===== config.mk =====
export PLATFORM = sky130hd
export DESIGN_NAME = pscec_top
export DESIGN_NICKNAME = d
export VERILOG_FILES = /design/src/hdl/pscec_sat_counter.v /design/src/hdl/pscec_sync.v /design/src/hdl/pscec_top.v
export VERILOG_INCLUDE_DIRS = /design/src /design/src/common
export SDC_FILE = /design/constraint.sdc
export NUM_CORES = 1
export LEC_CHECK = 0
export BUFFER_PORTS_ARGS = -buffer_cell sky130_fd_sc_hd__buf_2
export CORE_MARGIN = 4
export CORE_UTILIZATION = 42
export DETAILED_ROUTE_END_ITERATION = 7
export GPL_TIMING_DRIVEN = 0
export SETUP_SLACK_MARGIN = 0.05
export SYNTH_ARGS = -nofsm -noshare
export SYNTH_HDL_FRONTEND = slang
export SYNTH_SLANG_ARGS = --single-unit

===== constraint.sdc =====
create_clock -name clk_sys_in -period 2.19 [get_ports clk_sys_in]
set_input_delay 0.1095 -clock clk_sys_in [delete_from_list [all_inputs] [get_ports clk_sys_in]]
set_output_delay 0.1095 -clock clk_sys_in [all_outputs]
set_load 0.05 [all_outputs]

===== src/common/pscec_consts.vh =====
// constants of the phy special control and error counter register bank
`ifndef PSCEC_CONSTS_VH
`define PSCEC_CONSTS_VH

// ----------------------------------------------------------------------------
// register numbers on the management interface
// ----------------------------------------------------------------------------
`define PSCEC_REG_CTRL       5'h11
`define PSCEC_REG_ADDR       5'h12
`define PSCEC_REG_FALSE_CAR  5'h13
`define PSCEC_REG_DISCON     5'h14
`define PSCEC_REG_ERR_FRAME  5'h15
`define PSCEC_REG_SYM_ERR    5'h16
`define PSCEC_REG_PREM_EOF   5'h17
`define PSCEC_REG_TEN_EOF    5'h18
`define PSCEC_REG_JABBER     5'h19
`define PSCEC_REG_EQUALIZER  5'h1a

// ----------------------------------------------------------------------------
// control register fields
// ----------------------------------------------------------------------------
`define PSCEC_BIT_SCRAMBLER_BYPASS  15
`define PSCEC_BIT_CODING_BYPASS     14
`define PSCEC_BIT_FORCE_H_PATTERN   13
`define PSCEC_BIT_FORCE_34_PATTERN  12
`define PSCEC_BIT_GOOD_LINK         11
`define PSCEC_BIT_RESERVED          10
`define PSCEC_BIT_TX_CRS_DISABLE    9
`define PSCEC_BIT_DYN_PD_DISABLE    8
`define PSCEC_BIT_AN_LOOPBACK       7
`define PSCEC_BIT_MDI_TRISTATE      6
`define PSCEC_BIT_FILTER_BYPASS     5
`define PSCEC_BIT_AUTO_POL_DISABLE  4
`define PSCEC_BIT_SQUELCH_DISABLE   3
`define PSCEC_BIT_EXT_SQUELCH       2
`define PSCEC_BIT_LINK_INT_DISABLE  1
`define PSCEC_BIT_JABBER_DISABLE    0

// ----------------------------------------------------------------------------
// reset values and widths
// ----------------------------------------------------------------------------
`define PSCEC_CTRL_RESET      16'h0000
`define PSCEC_CTRL_WR_MASK    16'hfbff
`define PSCEC_PHY_ADDR_VALUE  5'h01
`define PSCEC_PHY_ADDR_PAD    11'h000
`define PSCEC_CNT_ZERO        16'h0000
`define PSCEC_CNT_ONE         16'h0001
`define PSCEC_CNT_FULL        16'hffff
`define PSCEC_JABBER_RESET    16'h0001
`define PSCEC_EQ_RESET        16'h0000
`define PSCEC_DATA_ZERO       16'h0000
`define PSCEC_NUM_COUNTERS    7
`define PSCEC_SYM_RUN_LEN     3'h6
`define PSCEC_SYM_RUN_ZERO    3'h0
`define PSCEC_SYM_RUN_ONE     3'h1

`endif


===== src/hdl/pscec_sat_counter.v =====
// saturating clear-on-read event counter
`timescale 1ns/100ps
module pscec_sat_counter #(
    parameter [15:0] RESET_VALUE = 16'h0000
) (
    input  wire        clk_sys_in,
    input  wire        arst_n_in,
    input  wire        event_in,
    input  wire        clear_in,
    output reg  [15:0] count_out
);
`include "pscec_consts.vh"

    reg [15:0] next_count;

    // ------------------------------------------------------------------------
    // next value
    // ------------------------------------------------------------------------
    // a clear that meets an event restarts at one so the event is kept
    always @* begin
        if (clear_in) begin
            next_count = event_in ? `PSCEC_CNT_ONE : `PSCEC_CNT_ZERO;
        end else if (event_in && (count_out != `PSCEC_CNT_FULL)) begin
            next_count = count_out + `PSCEC_CNT_ONE;
        end else begin
            next_count = count_out; // freezes at full scale
        end
    end

    // ------------------------------------------------------------------------
    // state
    // ------------------------------------------------------------------------
    always @(posedge clk_sys_in or negedge arst_n_in) begin
        if (!arst_n_in) begin
            count_out <= RESET_VALUE;
        end else begin
            count_out <= next_count;
        end
    end
endmodule


===== src/hdl/pscec_sync.v =====
// two flip-flop synchroniser for asynchronous level inputs
`timescale 1ns/100ps
module pscec_sync #(
    parameter WIDTH = 7
) (
    input  wire             clk_sys_in,
    input  wire             arst_n_in,
    input  wire [WIDTH-1:0] async_in,
    output reg  [WIDTH-1:0] sync_out
);

    reg [WIDTH-1:0] meta;

    // ------------------------------------------------------------------------
    // two stages; the first is read only by the second
    // ------------------------------------------------------------------------
    always @(posedge clk_sys_in or negedge arst_n_in) begin
        if (!arst_n_in) begin
            meta     <= {WIDTH{1'b0}};
            sync_out <= {WIDTH{1'b0}};
        end else begin
            meta     <= async_in;
            sync_out <= meta;
        end
    end
endmodule


===== src/hdl/pscec_top.v =====
// phy special control register and receive/transmit error counter bank
//
// How it works
// - control bit 15 set bypasses the scrambler; resets to zero.
// - control bit 14 set bypasses four-to-five bit symbol coding.
// - bit 13 forces H test pattern, bit 12 forces 34 pattern.
// - bit 11 set forces the 100BASE-TX link to be treated good.
// - bit 9 set disables transmit carrier sense.
// - bit 8 set disables dynamic power-down; reset leaves it enabled.
// - bit 7 set puts auto-negotiation into loopback.
// - bit 6 set tri-states the line transmit driver.
// - bit 5 set bypasses the receive filter.
// - bit 4 set disables automatic polarity correction.
// - bit 3 set disables the 10BASE-T squelch test.
// - bit 2 set enables extended 10BASE-T squelch.
// - bit 1 disables link integrity, bit 0 disables jabber.
// - reserved bit 10 resets to zero and is kept zero.
// - address register reads fixed address in bits 4:0, zero above.
// - false carrier events counted, 16 bits, cleared by read.
// - disconnect events counted, saturating, cleared by read.
// - error frames counted at most once per frame, saturating.
// - symbol errors counted; six consecutive bad symbols count once.
// - premature end-of-frame events counted, saturating, cleared by read.
// - 10BASE-T end-of-frame errors counted, saturating, cleared by read.
// - jabber detections counted, saturating, cleared by read, reset one.
`timescale 1ns/100ps
module pscec_top (
    input  wire        clk_sys_in,
    input  wire        arst_n_in,
    // management register port
    input  wire        mgmt_rd_in,
    input  wire        mgmt_wr_in,
    input  wire [4:0]  mgmt_reg_in,
    input  wire [15:0] mgmt_wdata_in,
    output reg  [15:0] mgmt_rdata_out,
    output reg         mgmt_rvalid_out,
    // events from the receive and transmit datapaths (may be asynchronous)
    input  wire        false_carrier_in,
    input  wire        disconnect_in,
    input  wire        rx_frame_active_in,
    input  wire        rx_symbol_error_in,
    input  wire        premature_eof_in,
    input  wire        ten_eof_error_in,
    input  wire        jabber_detect_in,
    // controls to the coding and analog datapaths
    output reg         scrambler_bypass_out,
    output reg         coding_bypass_out,
    output reg         force_h_pattern_out,
    output reg         force_34_pattern_out,
    output reg         force_good_link_out,
    output reg         tx_crs_disable_out,
    output reg         dyn_power_down_disable_out,
    output reg         an_loopback_out,
    output reg         mdi_tristate_out,
    output reg         filter_bypass_out,
    output reg         auto_polarity_disable_out,
    output reg         squelch_disable_out,
    output reg         ext_squelch_out,
    output reg         link_integrity_disable_out,
    output reg         jabber_disable_out,
    output reg  [15:0] equalizer_ctrl_out
);
`include "pscec_consts.vh"

    // ------------------------------------------------------------------------
    // declarations
    // ------------------------------------------------------------------------
    localparam CNT_FALSE = 0;
    localparam CNT_DISC  = 1;
    localparam CNT_FRAME = 2;
    localparam CNT_SYM   = 3;
    localparam CNT_PREM  = 4;
    localparam CNT_TEN   = 5;
    localparam CNT_JAB   = 6;

    // frame tracking states for the error frame counter
    localparam [0:0] FRM_CLEAN  = 1'b0;
    localparam [0:0] FRM_MARKED = 1'b1;

    reg  [15:0] ctrl;
    reg  [15:0] equalizer;
    reg  [15:0] next_rdata;
    reg  [0:0]  frm_state;
    reg  [0:0]  next_frm_state;
    reg  [2:0]  sym_run;
    reg  [2:0]  next_sym_run;
    reg  [6:0]  evt_prev;
    reg         frame_event;
    reg         sym_event;

    wire [6:0]  evt_sync;
    wire [6:0]  evt_rise;
    wire [6:0]  cnt_event;
    wire [6:0]  cnt_clear;
    wire [15:0] cnt_value [0:`PSCEC_NUM_COUNTERS-1];

    // decode of a register number, shared by write and clear logic
    function sel;
        input [4:0] reg_num;
        input [4:0] target;
        begin
            sel = (reg_num == target);
        end
    endfunction

    // register number that clears each counter on read
    function [4:0] cnt_reg;
        input integer idx;
        begin
            case (idx)
                CNT_FALSE: cnt_reg = `PSCEC_REG_FALSE_CAR;
                CNT_DISC:  cnt_reg = `PSCEC_REG_DISCON;
                CNT_FRAME: cnt_reg = `PSCEC_REG_ERR_FRAME;
                CNT_SYM:   cnt_reg = `PSCEC_REG_SYM_ERR;
                CNT_PREM:  cnt_reg = `PSCEC_REG_PREM_EOF;
                CNT_TEN:   cnt_reg = `PSCEC_REG_TEN_EOF;
                default:   cnt_reg = `PSCEC_REG_JABBER;
            endcase
        end
    endfunction

    // ------------------------------------------------------------------------
    // synchronise the event lines
    // ------------------------------------------------------------------------
    // datapath events may come from other clocks, so all pass two flops
    pscec_sync #(
        .WIDTH (7)
    ) u_sync (
        .clk_sys_in (clk_sys_in),
        .arst_n_in  (arst_n_in),
        .async_in   ({jabber_detect_in, ten_eof_error_in, premature_eof_in,
                      rx_symbol_error_in, rx_frame_active_in, disconnect_in,
                      false_carrier_in}),
        .sync_out   (evt_sync)
    );

    // edge detect on synchronised levels; one count per assertion
    always @(posedge clk_sys_in or negedge arst_n_in) begin
        if (!arst_n_in) begin
            evt_prev <= 7'h00;
        end else begin
            evt_prev <= evt_sync;
        end
    end

    assign evt_rise = evt_sync & ~evt_prev;

    // ------------------------------------------------------------------------
    // symbol error run compression
    // ------------------------------------------------------------------------
    // the first bad symbol of a run counts; each further six make one more
    always @* begin
        next_sym_run = sym_run;
        sym_event    = 1'b0;
        if (!evt_sync[3]) begin
            next_sym_run = `PSCEC_SYM_RUN_ZERO;
        end else if (evt_rise[3] || (sym_run == `PSCEC_SYM_RUN_LEN)) begin
            sym_event    = 1'b1;
            next_sym_run = `PSCEC_SYM_RUN_ONE;
        end else begin
            next_sym_run = sym_run + `PSCEC_SYM_RUN_ONE;
        end
    end

    // ------------------------------------------------------------------------
    // error frame tracking
    // ------------------------------------------------------------------------
    // a frame is marked on its first error and counted only then
    always @* begin
        next_frm_state = frm_state;
        frame_event    = 1'b0;
        case (frm_state)
            FRM_CLEAN: begin
                if (evt_sync[2] && (evt_sync[3] || evt_rise[4])) begin
                    frame_event    = 1'b1;
                    next_frm_state = FRM_MARKED;
                end
            end
            FRM_MARKED: begin
                if (!evt_sync[2]) begin
                    next_frm_state = FRM_CLEAN;
                end
            end
            default: begin
                next_frm_state = FRM_CLEAN;
            end
        endcase
    end

    always @(posedge clk_sys_in or negedge arst_n_in) begin
        if (!arst_n_in) begin
            frm_state <= FRM_CLEAN;
            sym_run   <= `PSCEC_SYM_RUN_ZERO;
        end else begin
            frm_state <= next_frm_state;
            sym_run   <= next_sym_run;
        end
    end

    // ------------------------------------------------------------------------
    // disconnect line synchroniser
    // ------------------------------------------------------------------------
    wire disc_sync;
    reg  disc_prev;
    wire disc_rise;

    pscec_sync #(
        .WIDTH (1)
    ) u_sync_disc (
        .clk_sys_in (clk_sys_in),
        .arst_n_in  (arst_n_in),
        .async_in   (disconnect_in),
        .sync_out   (disc_sync)
    );

    always @(posedge clk_sys_in or negedge arst_n_in) begin
        if (!arst_n_in) begin
            disc_prev <= 1'b0;
        end else begin
            disc_prev <= disc_sync;
        end
    end

    assign disc_rise = disc_sync & ~disc_prev;

    // ------------------------------------------------------------------------
    // counter events and clears
    // ------------------------------------------------------------------------
    // disconnect has its own synchroniser
    assign cnt_event[CNT_FALSE] = evt_rise[0];
    assign cnt_event[CNT_DISC]  = disc_rise;
    assign cnt_event[CNT_FRAME] = frame_event;
    assign cnt_event[CNT_SYM]   = sym_event;
    assign cnt_event[CNT_PREM]  = evt_rise[4];
    assign cnt_event[CNT_TEN]   = evt_rise[5];
    assign cnt_event[CNT_JAB]   = evt_rise[6];

    // ------------------------------------------------------------------------
    // counter bank
    // ------------------------------------------------------------------------
    genvar gi;
    generate
        for (gi = 0; gi < `PSCEC_NUM_COUNTERS; gi = gi + 1) begin : g_cnt
            // a read clears the counter as its value is captured
            assign cnt_clear[gi] = mgmt_rd_in && sel(mgmt_reg_in, cnt_reg(gi));
            pscec_sat_counter #(
                .RESET_VALUE ((gi == CNT_JAB) ? `PSCEC_JABBER_RESET : `PSCEC_CNT_ZERO)
            ) u_cnt (
                .clk_sys_in (clk_sys_in),
                .arst_n_in  (arst_n_in),
                .event_in   (cnt_event[gi]),
                .clear_in   (cnt_clear[gi]),
                .count_out  (cnt_value[gi])
            );
        end
    endgenerate

    // ------------------------------------------------------------------------
    // writable registers
    // ------------------------------------------------------------------------
    // the reserved bit is masked so it always stays zero
    always @(posedge clk_sys_in or negedge arst_n_in) begin
        if (!arst_n_in) begin
            ctrl      <= `PSCEC_CTRL_RESET;
            equalizer <= `PSCEC_EQ_RESET;
        end else if (mgmt_wr_in) begin
            if (sel(mgmt_reg_in, `PSCEC_REG_CTRL)) begin
                ctrl <= mgmt_wdata_in & `PSCEC_CTRL_WR_MASK;
            end
            if (sel(mgmt_reg_in, `PSCEC_REG_EQUALIZER)) begin
                equalizer <= mgmt_wdata_in;
            end
        end
    end

    // ------------------------------------------------------------------------
    // read multiplexer
    // ------------------------------------------------------------------------
    // unmapped register numbers read as zero
    always @* begin
        case (mgmt_reg_in)
            `PSCEC_REG_CTRL:      next_rdata = ctrl;
            `PSCEC_REG_ADDR:      next_rdata = {`PSCEC_PHY_ADDR_PAD, `PSCEC_PHY_ADDR_VALUE};
            `PSCEC_REG_FALSE_CAR: next_rdata = cnt_value[CNT_FALSE];
            `PSCEC_REG_DISCON:    next_rdata = cnt_value[CNT_DISC];
            `PSCEC_REG_ERR_FRAME: next_rdata = cnt_value[CNT_FRAME];
            `PSCEC_REG_SYM_ERR:   next_rdata = cnt_value[CNT_SYM];
            `PSCEC_REG_PREM_EOF:  next_rdata = cnt_value[CNT_PREM];
            `PSCEC_REG_TEN_EOF:   next_rdata = cnt_value[CNT_TEN];
            `PSCEC_REG_JABBER:    next_rdata = cnt_value[CNT_JAB];
            `PSCEC_REG_EQUALIZER: next_rdata = equalizer;
            default:              next_rdata = `PSCEC_DATA_ZERO;
        endcase
    end

    // ------------------------------------------------------------------------
    // registered outputs
    // ------------------------------------------------------------------------
    // control outputs are copies of the register so outputs stay flop-driven
    always @(posedge clk_sys_in or negedge arst_n_in) begin
        if (!arst_n_in) begin
            mgmt_rdata_out             <= `PSCEC_DATA_ZERO;
            mgmt_rvalid_out            <= 1'b0;
            scrambler_bypass_out       <= 1'b0;
            coding_bypass_out          <= 1'b0;
            force_h_pattern_out        <= 1'b0;
            force_34_pattern_out       <= 1'b0;
            force_good_link_out        <= 1'b0;
            tx_crs_disable_out         <= 1'b0;
            dyn_power_down_disable_out <= 1'b0;
            an_loopback_out            <= 1'b0;
            mdi_tristate_out           <= 1'b0;
            filter_bypass_out          <= 1'b0;
            auto_polarity_disable_out  <= 1'b0;
            squelch_disable_out        <= 1'b0;
            ext_squelch_out            <= 1'b0;
            link_integrity_disable_out <= 1'b0;
            jabber_disable_out         <= 1'b0;
            equalizer_ctrl_out         <= `PSCEC_EQ_RESET;
        end else begin
            mgmt_rvalid_out            <= mgmt_rd_in;
            if (mgmt_rd_in) begin
                mgmt_rdata_out <= next_rdata;
            end
            scrambler_bypass_out       <= ctrl[`PSCEC_BIT_SCRAMBLER_BYPASS];
            coding_bypass_out          <= ctrl[`PSCEC_BIT_CODING_BYPASS];
            force_h_pattern_out        <= ctrl[`PSCEC_BIT_FORCE_H_PATTERN];
            force_34_pattern_out       <= ctrl[`PSCEC_BIT_FORCE_34_PATTERN];
            force_good_link_out        <= ctrl[`PSCEC_BIT_GOOD_LINK];
            tx_crs_disable_out         <= ctrl[`PSCEC_BIT_TX_CRS_DISABLE];
            dyn_power_down_disable_out <= ctrl[`PSCEC_BIT_DYN_PD_DISABLE];
            an_loopback_out            <= ctrl[`PSCEC_BIT_AN_LOOPBACK];
            mdi_tristate_out           <= ctrl[`PSCEC_BIT_MDI_TRISTATE];
            filter_bypass_out          <= ctrl[`PSCEC_BIT_FILTER_BYPASS];
            auto_polarity_disable_out  <= ctrl[`PSCEC_BIT_AUTO_POL_DISABLE];
            squelch_disable_out        <= ctrl[`PSCEC_BIT_SQUELCH_DISABLE];
            ext_squelch_out            <= ctrl[`PSCEC_BIT_EXT_SQUELCH];
            link_integrity_disable_out <= ctrl[`PSCEC_BIT_LINK_INT_DISABLE];
            jabber_disable_out         <= ctrl[`PSCEC_BIT_JABBER_DISABLE];
            equalizer_ctrl_out         <= equalizer;
        end
    end
endmodule


### After elaboration in Yosys (flattened, before gate mapping)

Cells that the tools add are included.

* register bits: 219
* memory bits (read-only): 0
* input port bits: 32
* latch bits: 0
* memories: 0
* output and inout port bits: 48
* word-level logic and storage cells: 122
* memory bits (writable): 0

* reductions and logical operators: 26
* multiplexer cells: 30
* bitwise logic cells: 5
* shift operators: 0
* equal/unequal tests: 18
* divide/modulo/power cells: 0
* order comparisons: 0
* $add $sub $neg: 8
* $mul: 0

Operators with widths (number)
* $mux 16: 14
* $pmux 16 s10: 1
* $add 16x1->16 const B: 7
* $ne 16x16->1 const B: 7
* $eq 5x5->1 const B: 10
* $logic_and 1x1->1: 15
* $reduce_bool 2->1: 7
* $mux 1: 12
* $and 7x7->7: 1
* $not 7->7: 1
* $mux 3: 2
* $reduce_and 2->1: 2
* $add 3x1->3 const B: 1
* $eq 3x3->1 const B: 1
* $logic_or 1x1->1: 2
* $not 1->1: 2
* $pmux 1 s2: 1
* $and 1x1->1: 1

### Depth between registers and ports, before layout

* depth in word-level cells: 9
* mapped depth: 8
* gate-level depth less buffers: 7

### By module

Synthesis repeated with hierarchy kept, for this count alone.

* cell total of the unflattened synthesis: 1077
* area, all modules: 11325.9 um^2

Modules (own cells, without submodules)
* pscec_sat_counter (g_cnt[0].u_cnt ...): cells each 102, instances 6, sequential area each 400.4 um^2, area an instance 959.7 um^2
* pscec_top: cells each 347, instances 1, sequential area each 2227.1 um^2, area an instance 4206.5 um^2
* pscec_sat_counter (g_cnt[6].u_cnt): cells each 102, instances 1, sequential area each 401.6 um^2, area an instance 960.9 um^2
* pscec_sync (u_sync): cells each 14, instances 1, sequential area each 350.3 um^2, area an instance 350.3 um^2
* pscec_sync (u_sync_disc): cells each 2, instances 1, sequential area each 50.0 um^2, area an instance 50.0 um^2

### Worst setup path after synthesis

Ideal clock, no wire load.

* path kind: reg-to-reg
* start point: register g_cnt[6].u_cnt.count_out[0]
* end point: register g_cnt[6].u_cnt.count_out[0]
* buffers on the path: 0
* cell stages (with the launch flop): 7
* setup time: 0.092 ns
* data arrival time: 1.694 ns
* data required time: 2.098 ns
* clock period less this slack: 1.786 ns
* setup slack: 0.404 ns
* cell sequence: dfstp_2 > ha_1 > nand3_1 > nor4b_2 > nor2_1 > a22oi_1 > o31ai_1

* word-level cells in the longest chain between the ends: 3
* elaborated cells between the ends (all ways): 6
* those cells by class: add/sub (1); eq/ne (1); mux (2); reduce/logical (2)

Ends and longest elaborated chain
* from (decl): RTL line pscec_sat_counter.v:10 `output reg [15:0] count_out`
* from (signal assigned): RTL line pscec_sat_counter.v:37 `count_out <= next_count;`
* $add 16x1->16 (no line) / $ne 16x16->1 (equally long branches)
* $mux 16 / $logic_and 1x1->1 (equally long branches): RTL line pscec_sat_counter.v:23 `` end else if (event_in && (count_out != `PSCEC_CNT_FULL)) begin ``
* $mux 16 / $reduce_bool 2->1 (equally long branches)

Parallel ways exist; a longest one is shown, timed or not. The select of a mux whose other input is x is not followed.
A chain may end at the register's enable or synchronous reset.

### Worst setup path after layout

* start point: input mgmt_rd_in
* end point: register g_cnt[1].u_cnt.count_out[5]

* word-level cells in the longest chain between the ends: 2
* elaborated cells between the ends (all ways): 3
* those cells by class: mux (1); reduce/logical (2)

Ends and longest elaborated chain
* from (decl): RTL line pscec_top.v:31 `input wire mgmt_rd_in,`
* $logic_and 1x1->1 *: RTL line pscec_top.v:245 `assign cnt_clear[gi] = mgmt_rd_in && sel(mgmt_reg_in, cnt_reg(gi));`
* $mux 16 / $reduce_bool 2->1 (equally long branches)
* to (signal assigned): RTL line pscec_sat_counter.v:37
* to (decl): RTL line pscec_sat_counter.v:10

Every way passes the cells marked *; elsewhere a longest branch is shown, timed or not.

==> results_dict.tcl <==
set metrics [dict create \
    status "finished clean" \
    dr.first_iter.drc_count 795 \
    fin_crit_sh_pct 93.1 \
    worst_slack_ps 150 \
    fp-row-count 57 \
    cts.clk_slew.worst_paths_ps 60 \
    chipWidth_um 166 \
    synth-seq-area-share_pct 51.4 \
    cts_buffer_depth 3 \
    syn_area_um2 10500 \
    synthToLayoutAreaGrowth_pct 18.7 \
    yosysWarnings 0 \
    grt_pass1_wl_um 48000 \
    total_leakage_power_uw 0.00520 \
    grt_pass1_vias 8191 \
    maxSlewViolCount 0 \
    mostFrequentLayoutCells "dfrtp_1 (214), nor2_1 (107), buf_2 (102), xnor2_1 (72), nand2_1 (54)" \
    drc 0 \
    htreeDepth 1 \
    gp_congestion 0.963 \
    worstSkewPairLatency_ps 520 \
    grt_max_degree 117 \
    synth_nets 1024 \
    vias 8309 \
    syn_avg_cell_area_um2 10.7 \
    critPathKind "in2reg" \
    end_kind "flop" \
    drt-wirelength-per-cell_um 20.5 \
    total_power_uw 13800 \
    synth-seq-cells 215 \
    utilization_pct 50.8 \
    synth_area_leaders "dfrtp_1 (51%), xnor2_1 (6.0%), nor2_1 (3.8%), mux2_2 (2.7%), nand3_1 (2.4%)" \
    place_ws_ps 34.2 \
    grt_overflow_total 0 \
    async_flop_share_pct 100 \
    peakVddDrop_v 0.000626 \
    grt.total_usage_pct 21.6 \
    critPathLaunchType "input pin" \
    viasPerCell 5.71 \
    dp_hpwl_um 21700 \
    drv_cap 0 \
    wl_met1_um 13700 \
    worst-slew-pin-transition_ps 769 \
    cts_root_buf "clkbuf_16" \
    rsz0062_at_grt "true" \
    cts_tree "built" \
    cp_data_required_time_ps 2580 \
    ant_nets 0 \
    power_density_nw_per_um2 1110 \
    max_freq_ghz 0.490 \
    fin_skew_ps 14.9 \
    ios 80 \
    worstPathArrival_ps 2430 \
    timing.final.crit_period_ps 2040 \
    setup_viol 0 \
    start_util_pct 42.8 \
    top_layer "met5" \
    antenna_found_initial 1 \
    fp.dieH_um 166 \
    synth_ff_type "dfrtp_1" \
    synth_edf_count 0 \
    routed_wl_um 29800 \
    synth_top_cell_area_share_pct 51.1 \
    slew_headroom_pct 48.7 \
    antennaDiodeCount 0 \
    critPathMaxFanout 10 \
    route.met3.wl_um 1900 \
    min_path_type "in2reg" \
    numCtsBuffers 24 \
    drive_above_1_share_pct 18.5 \
    first_pass_iters 5 \
    totalNegativeSetupSlack_ps 0 \
    ys_types 72 \
    numPortBuffers 79 \
    fin_nets 1155 \
    core_area_um2 24500 \
    synth_largest_area_cell "dfrtp_1" \
    synthCells 983 \
    hold_viol 0 \
    final_common_cell "dfrtp_1" \
    dieArea_um2 27500 \
    cts.sinks 215 \
    wl_met2_um 13500 \
    num-fill-cells 2219 \
    cts_setup_buffers 0 \
]
registers in the layout (all words and copies together) (netlist names), 3 cells and up:
name	flops
ctrl	15
g_cnt.u_cnt.count_out	112
mgmt_rdata_out	16
u_sync.meta	7
sym_run	3
equalizer_ctrl_out	16
evt_prev	6
u_sync.sync_out	7
equalizer	16
worst paths after layout:
path,to,cells past startpoint,slack [ps],start
hold reg to reg,u_sync.sync_out[2],0,350,u_sync.meta[2]
setup reg to reg,g_cnt[2].u_cnt.count_out[14],6,170,g_cnt[2].u_cnt.count_out[1]
hold / removal,g_cnt[0].u_cnt.count_out[3],4,130,mgmt_reg_in[3]
setup / recovery,g_cnt[1].u_cnt.count_out[5],7,150,mgmt_rd_in
max in group asynchronous,u_sync.meta[0],3,940,arst_n_in
min in group asynchronous,sym_run[2],2,210,arst_n_in
area by class of cell:
class	instances	area, um2	share of cell area, %
plain buffers	38	219	1.76
repair buffers	105	683	5.49
inverters	13	48.8	0.392
multi-input cells	717	4870	39.2
clock buffers	32	702	5.64
clock inverters	10	128	1.03
well taps	324	405	3.26
flip-flops and latches	215	5380	43.3
cells in the mapped netlist (14+ instances only):
cell type,n
a211oi_1,16
a21oi_1,27
a22o_1,20
a22oi_1,33
and3_1,14
buf_2,24
dfrtp_1,214
mux2_2,25
mux2i_1,14
nand2_1,54
nand3_1,50
nand4_1,31
nor2_1,107
nor3_1,37
nor4_1,27
o21ai_0,19
xnor2_1,72
metrics by stage:
stage	instances	hold slack (ps)	instance area [um2]
4_1_cts	1454	95.5	12400
3_3_place_gp	1386	219	11300
6_report	1454	129	12400
3_5_place_dp	1387	200	11300
5_1_grt	1454	122	12400
2_1_floorplan	983	-186	10500
layer usage:
metal	global-route usage (%)	vias up
li1	-	3915
met1	31.5	4087
met2	33.5	251
met3	4.05	54
met4	5.42	2
met5	0	-
cells by family after synthesis:
logic type	synth area share [%]
xor gates and xnor gates	6.52
adders and majority gates	1.07
buffers and inverters	2.56
and+or+nand+nor	21.6
DFF	51.4
AOI/OAI and AO/OA	11.7
muxes	5.21
worst max-delay path: stages:
cell and delay (ps):
dlygate4sd3_1 520, buf_2 270, inv_1 140, clkbuf_1 310, nor3_2 650, buf_2 350, nor2_1 80
power by group:
group	internal [uW]	switching, uW	total [uW]
combinational	1220	1620	2840
sequential	5070	1690	6770
clock	2590	1610	4200
total	8880	4930	13800
what timing repair did:
action	CTS	global route
hold buffers	25	0
hold endpoints to repair	139	0
gates resized for setup	0	8
setup endpoints to repair	0	43
Power figures use the tool's default switching activity.
